[config.mk]
export PLATFORM = sky130hd
export DESIGN_NAME = fault_history_buffer
export DESIGN_NICKNAME = d
export VERILOG_FILES = /design/src/design/history_pkg.sv /design/src/design/fault_history_buffer.sv /design/src/design/history_ring.sv /design/src/design/pair_buffer.sv
export SDC_FILE = /design/constraint.sdc
export NUM_CORES = 2
export LEC_CHECK = 0
export ABC_AREA = 1
export BUFFER_PORTS_ARGS = -buffer_cell sky130_fd_sc_hd__buf_2
export CORE_MARGIN = 2
export CORE_UTILIZATION = 50
export CTS_CLUSTER_SIZE = 28
export DETAILED_ROUTE_END_ITERATION = 6
export GPL_TIMING_DRIVEN = 0
export PLACE_DENSITY = 0.75
export SLEW_MARGIN = 10
export SYNTH_ARGS = -nofsm -noshare
export SYNTH_HDL_FRONTEND = slang
export SYNTH_SLANG_ARGS = --single-unit
[constraint.sdc]
create_clock -name clock -period 7.8 [get_ports clock]
set_input_delay 0.39 -clock clock [delete_from_list [all_inputs] [get_ports clock]]
set_output_delay 0.39 -clock clock [all_outputs]
set_load 0.02 [all_outputs]
[src/design/history_pkg.sv]
/*
  Shared constants for the fault history block: register offsets, field
  positions, reset values, sizes and the channel state type.
  Assumes nothing of its surroundings.
*/
package history_pkg;
  // ---------------------------------------------------------------
  // Register offsets
  // ---------------------------------------------------------------
  localparam logic [7:0] ADDR_RUN    = 8'h19;
  localparam logic [7:0] ADDR_DGL_I  = 8'h3c;
  localparam logic [7:0] ADDR_UNDERVOLT_DEGLITCH = 8'h3d;
  localparam logic [7:0] ADDR_OVERVOLT_DEGLITCH = 8'h3e;
  localparam logic [7:0] ADDR_RES    = 8'h3f;
  localparam logic [7:0] ADDR_DLY    = 8'h40;
  localparam logic [7:0] ADDR_VPORT  = 8'h46;
  localparam logic [7:0] ADDR_IPORT  = 8'h47;
  // ---------------------------------------------------------------
  // Reset values and field positions
  // ---------------------------------------------------------------
  localparam logic [3:0] RUN_RST  = 4'hf;
  localparam logic [3:0] RES_RST  = 4'hf;
  localparam logic [5:0] DLY_RST  = 6'h19;
  localparam logic [1:0] DGL_RST  = 2'h0;
  localparam int         BIT_V    = 0;
  localparam int         BIT_I    = 2;
  localparam int         DGL_WARN = 0;
  localparam int         DGL_CRIT = 1;
  // Comparator order on the raw compare and action vectors.
  localparam int CMP_OI   = 0;
  localparam int CMP_UV_W = 1;
  localparam int CMP_UV_C = 2;
  localparam int CMP_OV_W = 3;
  localparam int CMP_OV_C = 4;
  localparam int NUM_CMP  = 5;
  // ---------------------------------------------------------------
  // Sizes
  // ---------------------------------------------------------------
  localparam int HIST_DEPTH = 50;
  localparam int SAMPLE_W   = 10;
  // Gray order along off, on, latched.
  typedef enum logic [1:0] {
    CH_OFF     = 2'b00,
    CH_ON      = 2'b01,
    CH_LATCHED = 2'b11
  } chan_state_t;
endpackage : history_pkg

[src/design/fault_history_buffer.sv]
/*
  Fault history block: comparator deglitch, channel latch-off and two
  sample histories behind a byte register port fed by the serial engine.
  Assumes the serial engine gives one-cycle byte strobes with an address.
*/
module fault_history_buffer
  import history_pkg::*;
(
  input  wire logic                clock,
  input  wire logic                rst,
  input  wire logic [7:0]          reg_addr,
  input  wire logic                reg_wr,
  input  wire logic [7:0]          reg_wdata,
  input  wire logic                reg_rd,
  output logic [7:0]               reg_rdata,
  input  wire logic                adc_valid,
  output logic                     adc_ready,
  input  wire logic                adc_is_current,
  input  wire logic [SAMPLE_W-1:0] adc_data,
  input  wire logic                cmp_sample,
  input  wire logic [NUM_CMP-1:0]  cmp_exceed,
  output logic [NUM_CMP-1:0]       cmp_act,
  input  wire logic                protection_mode_input,
  input  wire logic                overcurrent_trip,
  input  wire logic                on_input,
  input  wire logic                soft_enable_a,
  input  wire logic                soft_enable_b,
  output logic                     channel_on
);
  // ---------------------------------------------------------------
  // Register file
  // ---------------------------------------------------------------
  logic [3:0] run_q, run_d, res_q, res_d;
  logic [5:0] dly_q, dly_d;
  logic       dgl_i_q, dgl_i_d;
  logic [1:0] undervolt_deglitch_q, undervolt_deglitch_d, overvolt_deglitch_q, overvolt_deglitch_d;
  logic [7:0] rdata_q, rdata_d;
  logic [7:0] vbyte, ibyte;
  logic [1:0] port_rd;

  function automatic logic hit(input logic [7:0] a, input logic [7:0] target);
    return a == target;
  endfunction : hit

  assign port_rd[0] = reg_rd && hit(reg_addr, ADDR_VPORT);
  assign port_rd[1] = reg_rd && hit(reg_addr, ADDR_IPORT);
  assign reg_rdata  = rdata_q;

  // Writes land on the control fields; reads latch the addressed byte.
  always_comb
  begin
    run_d    = run_q;
    res_d    = res_q;
    dly_d    = dly_q;
    dgl_i_d  = dgl_i_q;
    undervolt_deglitch_d = undervolt_deglitch_q;
    overvolt_deglitch_d = overvolt_deglitch_q;
    rdata_d  = rdata_q;
    if (reg_wr)
    begin
      if (hit(reg_addr, ADDR_RUN))
        run_d = reg_wdata[3:0];
      if (hit(reg_addr, ADDR_RES))
        res_d = reg_wdata[3:0];
      if (hit(reg_addr, ADDR_DLY))
        dly_d = reg_wdata[5:0];
      if (hit(reg_addr, ADDR_DGL_I))
        dgl_i_d = reg_wdata[DGL_WARN];
      if (hit(reg_addr, ADDR_UNDERVOLT_DEGLITCH))
        undervolt_deglitch_d = reg_wdata[1:0];
      if (hit(reg_addr, ADDR_OVERVOLT_DEGLITCH))
        overvolt_deglitch_d = reg_wdata[1:0];
    end
    if (reg_rd)
    begin
      case (reg_addr)
        ADDR_RUN:    rdata_d = {4'h0, run_q};
        ADDR_RES:    rdata_d = {4'h0, res_q};
        ADDR_DLY:    rdata_d = {2'h0, dly_q};
        ADDR_DGL_I:  rdata_d = {7'h00, dgl_i_q};
        ADDR_UNDERVOLT_DEGLITCH: rdata_d = {6'h00, undervolt_deglitch_q};
        ADDR_OVERVOLT_DEGLITCH: rdata_d = {6'h00, overvolt_deglitch_q};
        ADDR_VPORT:  rdata_d = vbyte;
        ADDR_IPORT:  rdata_d = ibyte;
        default:     rdata_d = 8'h00;
      endcase
    end
  end

  always_ff @(posedge clock)
  begin
    if (rst)
    begin
      run_q    <= RUN_RST;
      res_q    <= RES_RST;
      dly_q    <= DLY_RST;
      dgl_i_q  <= 1'b0;
      undervolt_deglitch_q <= DGL_RST;
      overvolt_deglitch_q <= DGL_RST;
      rdata_q  <= 8'h00;
    end
    else
    begin
      run_q    <= run_d;
      res_q    <= res_d;
      dly_q    <= dly_d;
      dgl_i_q  <= dgl_i_d;
      undervolt_deglitch_q <= undervolt_deglitch_d;
      overvolt_deglitch_q <= overvolt_deglitch_d;
      rdata_q  <= rdata_d;
    end
  end

  // ---------------------------------------------------------------
  // Comparator deglitch and channel latch-off
  // ---------------------------------------------------------------
  logic [NUM_CMP-1:0] dgl_en, prev_q, prev_d, act_q, act_d;
  chan_state_t        st_q, st_d;
  logic               en_all, trip;

  assign dgl_en  = {overvolt_deglitch_q[DGL_CRIT], overvolt_deglitch_q[DGL_WARN],
                    undervolt_deglitch_q[DGL_CRIT], undervolt_deglitch_q[DGL_WARN], dgl_i_q};
  assign cmp_act = act_q;
  assign en_all  = on_input && soft_enable_a && soft_enable_b;
  // Critical voltage compares shut the channel only in protective mode.
  assign trip    = overcurrent_trip || (protection_mode_input
                   && (act_q[CMP_UV_C] || act_q[CMP_OV_C]));
  assign channel_on = (st_q == CH_ON);

  // One compare acts alone unless deglitch asks for a second in a row.
  always_comb
  begin
    prev_d = prev_q;
    act_d  = '0;
    if (cmp_sample)
    begin
      act_d  = cmp_exceed & (prev_q | ~dgl_en);
      prev_d = cmp_exceed;
    end
    st_d = st_q;
    case (st_q)
      CH_OFF:     st_d = en_all ? CH_ON : CH_OFF;
      CH_ON:      st_d = !en_all ? CH_OFF : (trip ? CH_LATCHED : CH_ON);
      CH_LATCHED: st_d = en_all ? CH_LATCHED : CH_OFF;
      default:    st_d = CH_OFF;
    endcase
  end

  always_ff @(posedge clock)
  begin
    if (rst)
    begin
      prev_q <= '0;
      act_q  <= '0;
      st_q   <= CH_OFF;
    end
    else
    begin
      prev_q <= prev_d;
      act_q  <= act_d;
      st_q   <= st_d;
    end
  end

  // ---------------------------------------------------------------
  // Sample path and the two histories
  // ---------------------------------------------------------------
  logic [SAMPLE_W:0] buf_out;
  logic              buf_valid, buf_ready;
  logic [1:0]        frz_q, frz_d, stop_q, stop_d, take, rec;
  logic [5:0]        post_q [2];
  logic [5:0]        post_d [2];
  logic [7:0]        hist_byte [2];

  // A port read stalls the drain; the buffer absorbs ADC words meanwhile.
  assign buf_ready = !(|port_rd);
  // Each ring answers on its own lane; the read mux above picks by address.
  assign vbyte     = hist_byte[0];
  assign ibyte     = hist_byte[1];

  pair_buffer #(.W(SAMPLE_W + 1)) u_buf (
    .clock     (clock),
    .rst       (rst),
    .in_valid  (adc_valid),
    .in_ready  (adc_ready),
    .in_data   ({adc_is_current, adc_data}),
    .out_valid (buf_valid),
    .out_ready (buf_ready),
    .out_data  (buf_out)
  );

  for (genvar h = 0; h < 2; h++)
  begin : g_hist
    localparam int RB = (h == 0) ? BIT_V : BIT_I;
    assign take[h] = buf_valid && buf_ready && (buf_out[SAMPLE_W] == 1'(h));
    // Recording needs run set, no freeze, no stop and the enables on.
    assign rec[h]  = take[h] && run_q[RB] && !frz_q[h] && !stop_q[h]
                     && en_all && (post_q[h] < dly_q || st_q != CH_LATCHED);

    always_comb
    begin
      frz_d[h]  = frz_q[h];
      stop_d[h] = stop_q[h];
      post_d[h] = post_q[h];
      // A run-control write releases the freeze; the base read sets it.
      if (reg_wr && hit(reg_addr, ADDR_RUN))
        frz_d[h] = 1'b0;
      if (port_rd[h])
        frz_d[h] = 1'b1;
      if (st_q != CH_LATCHED)
      begin
        stop_d[h] = 1'b0;
        post_d[h] = 6'h00;
      end
      else if (take[h] && !stop_q[h])
      begin
        if (post_q[h] >= dly_q)
          stop_d[h] = 1'b1;
        else
          post_d[h] = post_q[h] + 6'h01;
      end
    end

    always_ff @(posedge clock)
    begin
      if (rst)
      begin
        frz_q[h]  <= 1'b0;
        stop_q[h] <= 1'b0;
        post_q[h] <= 6'h00;
      end
      else
      begin
        frz_q[h]  <= frz_d[h];
        stop_q[h] <= stop_d[h];
        post_q[h] <= post_d[h];
      end
    end

    history_ring u_ring (
      .clock     (clock),
      .rst       (rst),
      .wr_valid  (rec[h]),
      .wr_data   (buf_out[SAMPLE_W-1:0]),
      .rd_take   (port_rd[h]),
      .rd_hibyte (res_q[RB]),
      .rd_rewind (reg_wr && hit(reg_addr, ADDR_RUN)),
      .rd_byte   (hist_byte[h])
    );
  end

  // ---------------------------------------------------------------
  // Checks
  // ---------------------------------------------------------------
  a_dgl_two_hits: assert property (@(posedge clock) disable iff (rst)
    cmp_sample && dgl_en[CMP_UV_W] && !prev_q[CMP_UV_W] |=> !act_q[CMP_UV_W])
    else $error("deglitched compare acted on a single hit");
  a_dgl_off_single: assert property (@(posedge clock) disable iff (rst)
    cmp_sample && !dgl_en[CMP_OI] && cmp_exceed[CMP_OI] |=> act_q[CMP_OI])
    else $error("plain compare did not act");
  a_dgl_reset_zero: assert property (@(posedge clock)
    rst |=> (dgl_en == '0))
    else $error("deglitch enables not cleared by reset");
  a_run_reset: assert property (@(posedge clock)
    rst |=> run_q[BIT_V] && run_q[BIT_I] && dly_q == 6'd25)
    else $error("run bits or stop delay wrong after reset");
  a_freeze_read: assert property (@(posedge clock) disable iff (rst)
    port_rd[0] |=> frz_q[0] && !rec[0])
    else $error("voltage history kept recording after base read");
  a_off_stops: assert property (@(posedge clock) disable iff (rst)
    !en_all |-> rec == 2'b00)
    else $error("recording while channel switched off");
  a_latch_hold: assert property (@(posedge clock) disable iff (rst)
    st_q == CH_LATCHED && en_all |=> st_q == CH_LATCHED)
    else $error("latched channel restarted without toggle");
  a_trip_latch: assert property (@(posedge clock) disable iff (rst)
    st_q == CH_ON && en_all && trip |=> !channel_on ##1 !channel_on)
    else $error("trip did not latch the channel off");
  a_stop_delay: assert property (@(posedge clock) disable iff (rst)
    $rose(stop_q[0]) |-> post_q[0] >= $past(dly_q))
    else $error("voltage history stopped before its delay");
  a_lsb_byte: assert property (@(posedge clock) disable iff (rst)
    port_rd[0] && !res_q[BIT_V] && g_hist[0].u_ring.phase_q |=> reg_rdata[7:2] == 6'h00)
    else $error("second byte of a sample carries more than two bits");
endmodule : fault_history_buffer

[src/design/history_ring.sv]
/*
  One circular sample history with byte-wise read-out, oldest first.
  Assumes the caller never writes and reads it in the same cycle.
*/
module history_ring
  import history_pkg::*;
#(
  parameter int DEPTH = HIST_DEPTH,
  parameter int W     = SAMPLE_W
) (
  input  wire logic         clock,
  input  wire logic         rst,
  input  wire logic         wr_valid,
  input  wire logic [W-1:0] wr_data,
  input  wire logic         rd_take,
  input  wire logic         rd_hibyte,
  input  wire logic         rd_rewind,
  output logic [7:0]        rd_byte
);
  localparam int PW = $clog2(DEPTH);
  localparam logic [PW-1:0] LAST = PW'(DEPTH - 1);

  logic [W-1:0]  mem_q [DEPTH];
  logic [W-1:0]  mem_d [DEPTH];
  logic [PW-1:0] wptr_q, wptr_d, ridx_q, ridx_d, oldest, pos;
  logic [PW:0]   sum;
  logic          full_q, full_d, phase_q, phase_d;
  logic [W-1:0]  sample;

  // Oldest entry is the write pointer once the ring has wrapped.
  assign oldest  = full_q ? wptr_q : '0;
  assign sum     = {1'b0, oldest} + {1'b0, ridx_q};
  assign pos     = (sum > {1'b0, LAST}) ? PW'(sum - DEPTH) : sum[PW-1:0];
  assign sample  = mem_q[pos];
  // High byte first, then the two low bits in the low lanes.
  assign rd_byte = (rd_hibyte || !phase_q) ? sample[W-1:W-8]
                                           : {6'h00, sample[1:0]};

  // New samples overwrite the oldest; each read advances by byte.
  always_comb
  begin
    mem_d   = mem_q;
    wptr_d  = wptr_q;
    full_d  = full_q;
    ridx_d  = ridx_q;
    phase_d = phase_q;
    if (wr_valid)
    begin
      mem_d[wptr_q] = wr_data;
      wptr_d = (wptr_q == LAST) ? '0 : wptr_q + 1'b1;
      full_d = full_q || (wptr_q == LAST);
    end
    if (wr_valid || rd_rewind)
    begin
      ridx_d  = '0;
      phase_d = 1'b0;
    end
    else if (rd_take)
    begin
      if (rd_hibyte || phase_q)
      begin
        ridx_d  = (ridx_q == LAST) ? '0 : ridx_q + 1'b1;
        phase_d = 1'b0;
      end
      else
        phase_d = 1'b1;
    end
  end

  always_ff @(posedge clock)
  begin
    if (rst)
    begin
      wptr_q  <= '0;
      full_q  <= 1'b0;
      ridx_q  <= '0;
      phase_q <= 1'b0;
    end
    else
    begin
      wptr_q  <= wptr_d;
      full_q  <= full_d;
      ridx_q  <= ridx_d;
      phase_q <= phase_d;
    end
    mem_q <= mem_d;
  end
endmodule : history_ring

[src/design/pair_buffer.sv]
/*
  Two-entry buffer with valid and ready on both sides.
  Assumes one clock and a synchronous active-high reset.
*/
module pair_buffer #(
  parameter int W = 11
) (
  input  wire logic         clock,
  input  wire logic         rst,
  input  wire logic         in_valid,
  output logic              in_ready,
  input  wire logic [W-1:0] in_data,
  output logic              out_valid,
  input  wire logic         out_ready,
  output logic [W-1:0]      out_data
);
  logic [W-1:0] slot_q [2];
  logic [W-1:0] slot_d [2];
  logic [1:0]   cnt_q, cnt_d;
  logic         head_q, head_d;
  logic         push, pop;

  // Handshakes are honest: full refuses, empty offers nothing.
  assign in_ready  = (cnt_q != 2'd2);
  assign out_valid = (cnt_q != 2'd0);
  assign out_data  = slot_q[head_q];
  assign push      = in_valid && in_ready;
  assign pop       = out_valid && out_ready;

  // Next occupancy, head and slot contents.
  always_comb
  begin
    slot_d = slot_q;
    head_d = head_q;
    cnt_d  = cnt_q;
    if (push)
      slot_d[head_q ^ cnt_q[0]] = in_data;
    if (pop)
      head_d = ~head_q;
    if (push && !pop)
      cnt_d = cnt_q + 2'd1;
    else if (pop && !push)
      cnt_d = cnt_q - 2'd1;
  end

  always_ff @(posedge clock)
  begin
    if (rst)
    begin
      cnt_q  <= 2'd0;
      head_q <= 1'b0;
    end
    else
    begin
      cnt_q  <= cnt_d;
      head_q <= head_d;
    end
    slot_q <= slot_d;
  end
endmodule : pair_buffer

==> metrics.cfg <==
[synthesis]
syn_nets=4351
synth_warnings=0
synthesis.area_sq_um=47100
ys_ff_latch=1108
synth_async_sr_flop_share=0
synth-main-ff-cell=edfxtp_1
synth-edff-count=1022
ys_types=55
avgSynthCellArea_sq_um=11.0
synth_cells=4267
yosysSeqAreaShare=0.689

[routing]
drt-pass1-iter-count=7
drtAntennaViolNets=0
drt_wl_total_um=150000
drt_iter0_markers=5790
vias=35000
vias_per_cell=6.01
post_drt_wl_per_cell_um=25.7
drc=1

[final_layout]
drive_gt1_frac=0.0903
fill_cells=7545
area_growth_pct=13.0
nets=4558
post-route-util=0.570

[clock_network]
cts_resized=0
clk_pin_slew_ps=60
cts.sinks=1108
htreeDepth=3
clk_latency_ps=710
clockBufferDepth=3
cts_buffers=107
cts_tree=yes
root_buffer=clkbuf_16

[worst_setup_path]
worstSetupPathType=reg -> reg
worstPathRequired_ps=8350
cp-start-kind=flop
r2r_start=g_hist[1].u_ring.full_q
crit_path_end_kind=flop
startpoint=g_hist[1].u_ring.full_q
crit_fanout=10
cp.arrival_ps=5820

[power_and_ir_drop]
ir_worst_vdd_mv=0.216
leakagePower_nw=19.4
power.density_nw_per_um2=267
finalPower_mw=14.2

[timing]
rsz0062_at_grt=no
tns_ps=0
hold_viol=0
setup_viol=0
skew_ps=23.6
tightest_slew_ps=1420
fmax_mhz=190
hold_ws_ps=26.9
min_period_ps=5270
min_period_over_period=0.676
maxSlewHeadroom=0.0473
final_max_slew_viol_count=0

[worst_hold_path]
hold_path_class=in -> reg
min-delay-start=reg_wr

[floorplan]
dieWidth_um=311
pin_count=58
rows=112
start_util=0.504
die_h_um=311
die_area_sq_um=96600
coreArea_sq_um=93300

[place]
place_congestion=1.04
dp_hpwl_um=100000
portBuffers=54

[global_route]
grt_overflow_total=0
grt_pass1_wl_um=214000
grt_max_degree=75
first_global_vias=32600
antenna_found_initial=5
grt_use_total=0.302

[outcome]
status=complete, but fails checks
violations=design-rule violations

[flow_run]
cap_violations=0

-- flip-flops by register name (all words and copies together) (netlist names), 4 cells and up --
signal                flops
g_hist.u_ring.mem_q    1000
u_buf.slot_q             22
g_hist.u_ring.ridx_q     12
g_hist.u_ring.wptr_q     12
post_q                   12
reg_rdata                 8
dly_q                     6
cmp_act                   5
prev_q                    5
res_q                     4
run_q                     4
-- final cells by class --
cell class | instances | area, sq um | share of cell area
buffer | 210 | 988 | 0.0186
multi-input combinational | 2790 | 13200 | 0.249
clock buffer | 126 | 2850 | 0.0536
timing repair buffer | 98 | 881 | 0.0166
inverter | 159 | 599 | 0.0113
tap | 1254 | 1570 | 0.0295
clock inverter | 73 | 661 | 0.0124
sequential | 1108 | 32400 | 0.609
antenna | 2 | 5.00 | 0.0000941
-- cells by family after synthesis --
logic type                 share of synthesized area
and+or+nand+nor                                0.188
buffers and inverters                         0.0337
DFF                                            0.689
AOI/OAI and AO/OA                             0.0598
xor gates and xnor gates                     0.00372
adders and majority gates                     0.0112
muxes                                         0.0151
-- per-stage QoR --
step	setup WS (ps)	cell area, sq um	instances
2_1_floorplan	4300	47100	4267
3_3_place_gp	2770	48900	5575
3_5_place_dp	2740	49400	5591
4_1_cts	2720	53100	5816
5_1_grt	2340	53200	5818
6_report	2530	53200	5820
-- critical path, stage by stage (launching register included) --
cell	delay, ps
dfxtp_1	430
nand2_1	70
inv_1	60
ha_1	230
inv_1	80
fa_1	430
xnor2_1	320
inv_1	130
ha_1	240
inv_1	70
nor2_1	50
a21oi_2	170
nand3_4	120
nand2_4	140
nand2_2	110
nand2_2	190
clkbuf_1	670
o21ai_0	220
nand3_1	170
nand3_1	210
nand3_1	250
a21oi_1	100
a21oi_1	280
nand2_1	190
nand2_1	120
a21oi_1	60
-- placed cells by master, fill, tap and decap left out, drive strengths merged, types with 14 or more instances in the layout --
cell,Yosys,layout
a21oi,153,153
buf,90,162
clkbuf,120,246
clkinv,1,56
dfxtp,86,86
dlygate4sd3,0,26
edfxtp,1022,1022
ha,39,39
inv,158,163
mux2i,71,71
nand2,1298,1298
nand3,351,351
nand4,14,14
nor2,438,438
nor3,27,27
o211ai,103,103
o21ai,218,218
or2,29,29
-- cell usage after synthesis (5+ instances only) --
cell type	number	area (sq um)
ha_1	39	488
edfxtp_1	1022	30700
o211ai_1	103	773
a21oi_1	151	756
nor2_1	437	1640
buf_6	6	67.6
a211oi_1	6	45.0
inv_1	152	571
xor2_1	9	78.8
or2_2	28	175
xnor2_1	6	52.6
o21ai_0	212	1060
nand4_1	14	87.6
dfxtp_1	86	1720
nand3_1	347	1740
buf_2	49	245
nand2_2	10	62.6
nand2_1	1285	4820
buf_4	24	180
buf_1	11	41.3
nor3_1	25	125
clkbuf_1	118	443
o21ai_1	5	25.0
inv_2	5	18.8
mux2i_1	71	711
-- power breakdown --
group / internal (mW) / switching, mW
clock network: 2.98 / 2.27
registers: 7.43 / 0.0201
logic: 0.239 / 1.26
total: 10.6 / 3.55
-- layer usage --
metal / routed length, um / track usage
met3: 22800 / 0.0968
met2: 64100 / 0.445
met5: 41 / 0
met4: 7760 / 0.144
met1: 55000 / 0.408
-- final timing paths --
check	slack (ps)	to	cells after the start
worst min register to register	440	cmp_act[2]	1
worst max-delay path	2530	reg_rdata[3]	25
worst max register to register	2530	reg_rdata[3]	25
worst min-delay path	30	overvolt_deglitch_q[0]	3
-- what timing repair did --
action	4_1_cts	5_1_grt
setup endpoints to repair	0	0
hold endpoints to repair	40	0
setup buffers	0	0
hold buffers	26	0
Power figures use the tool's default switching activity.
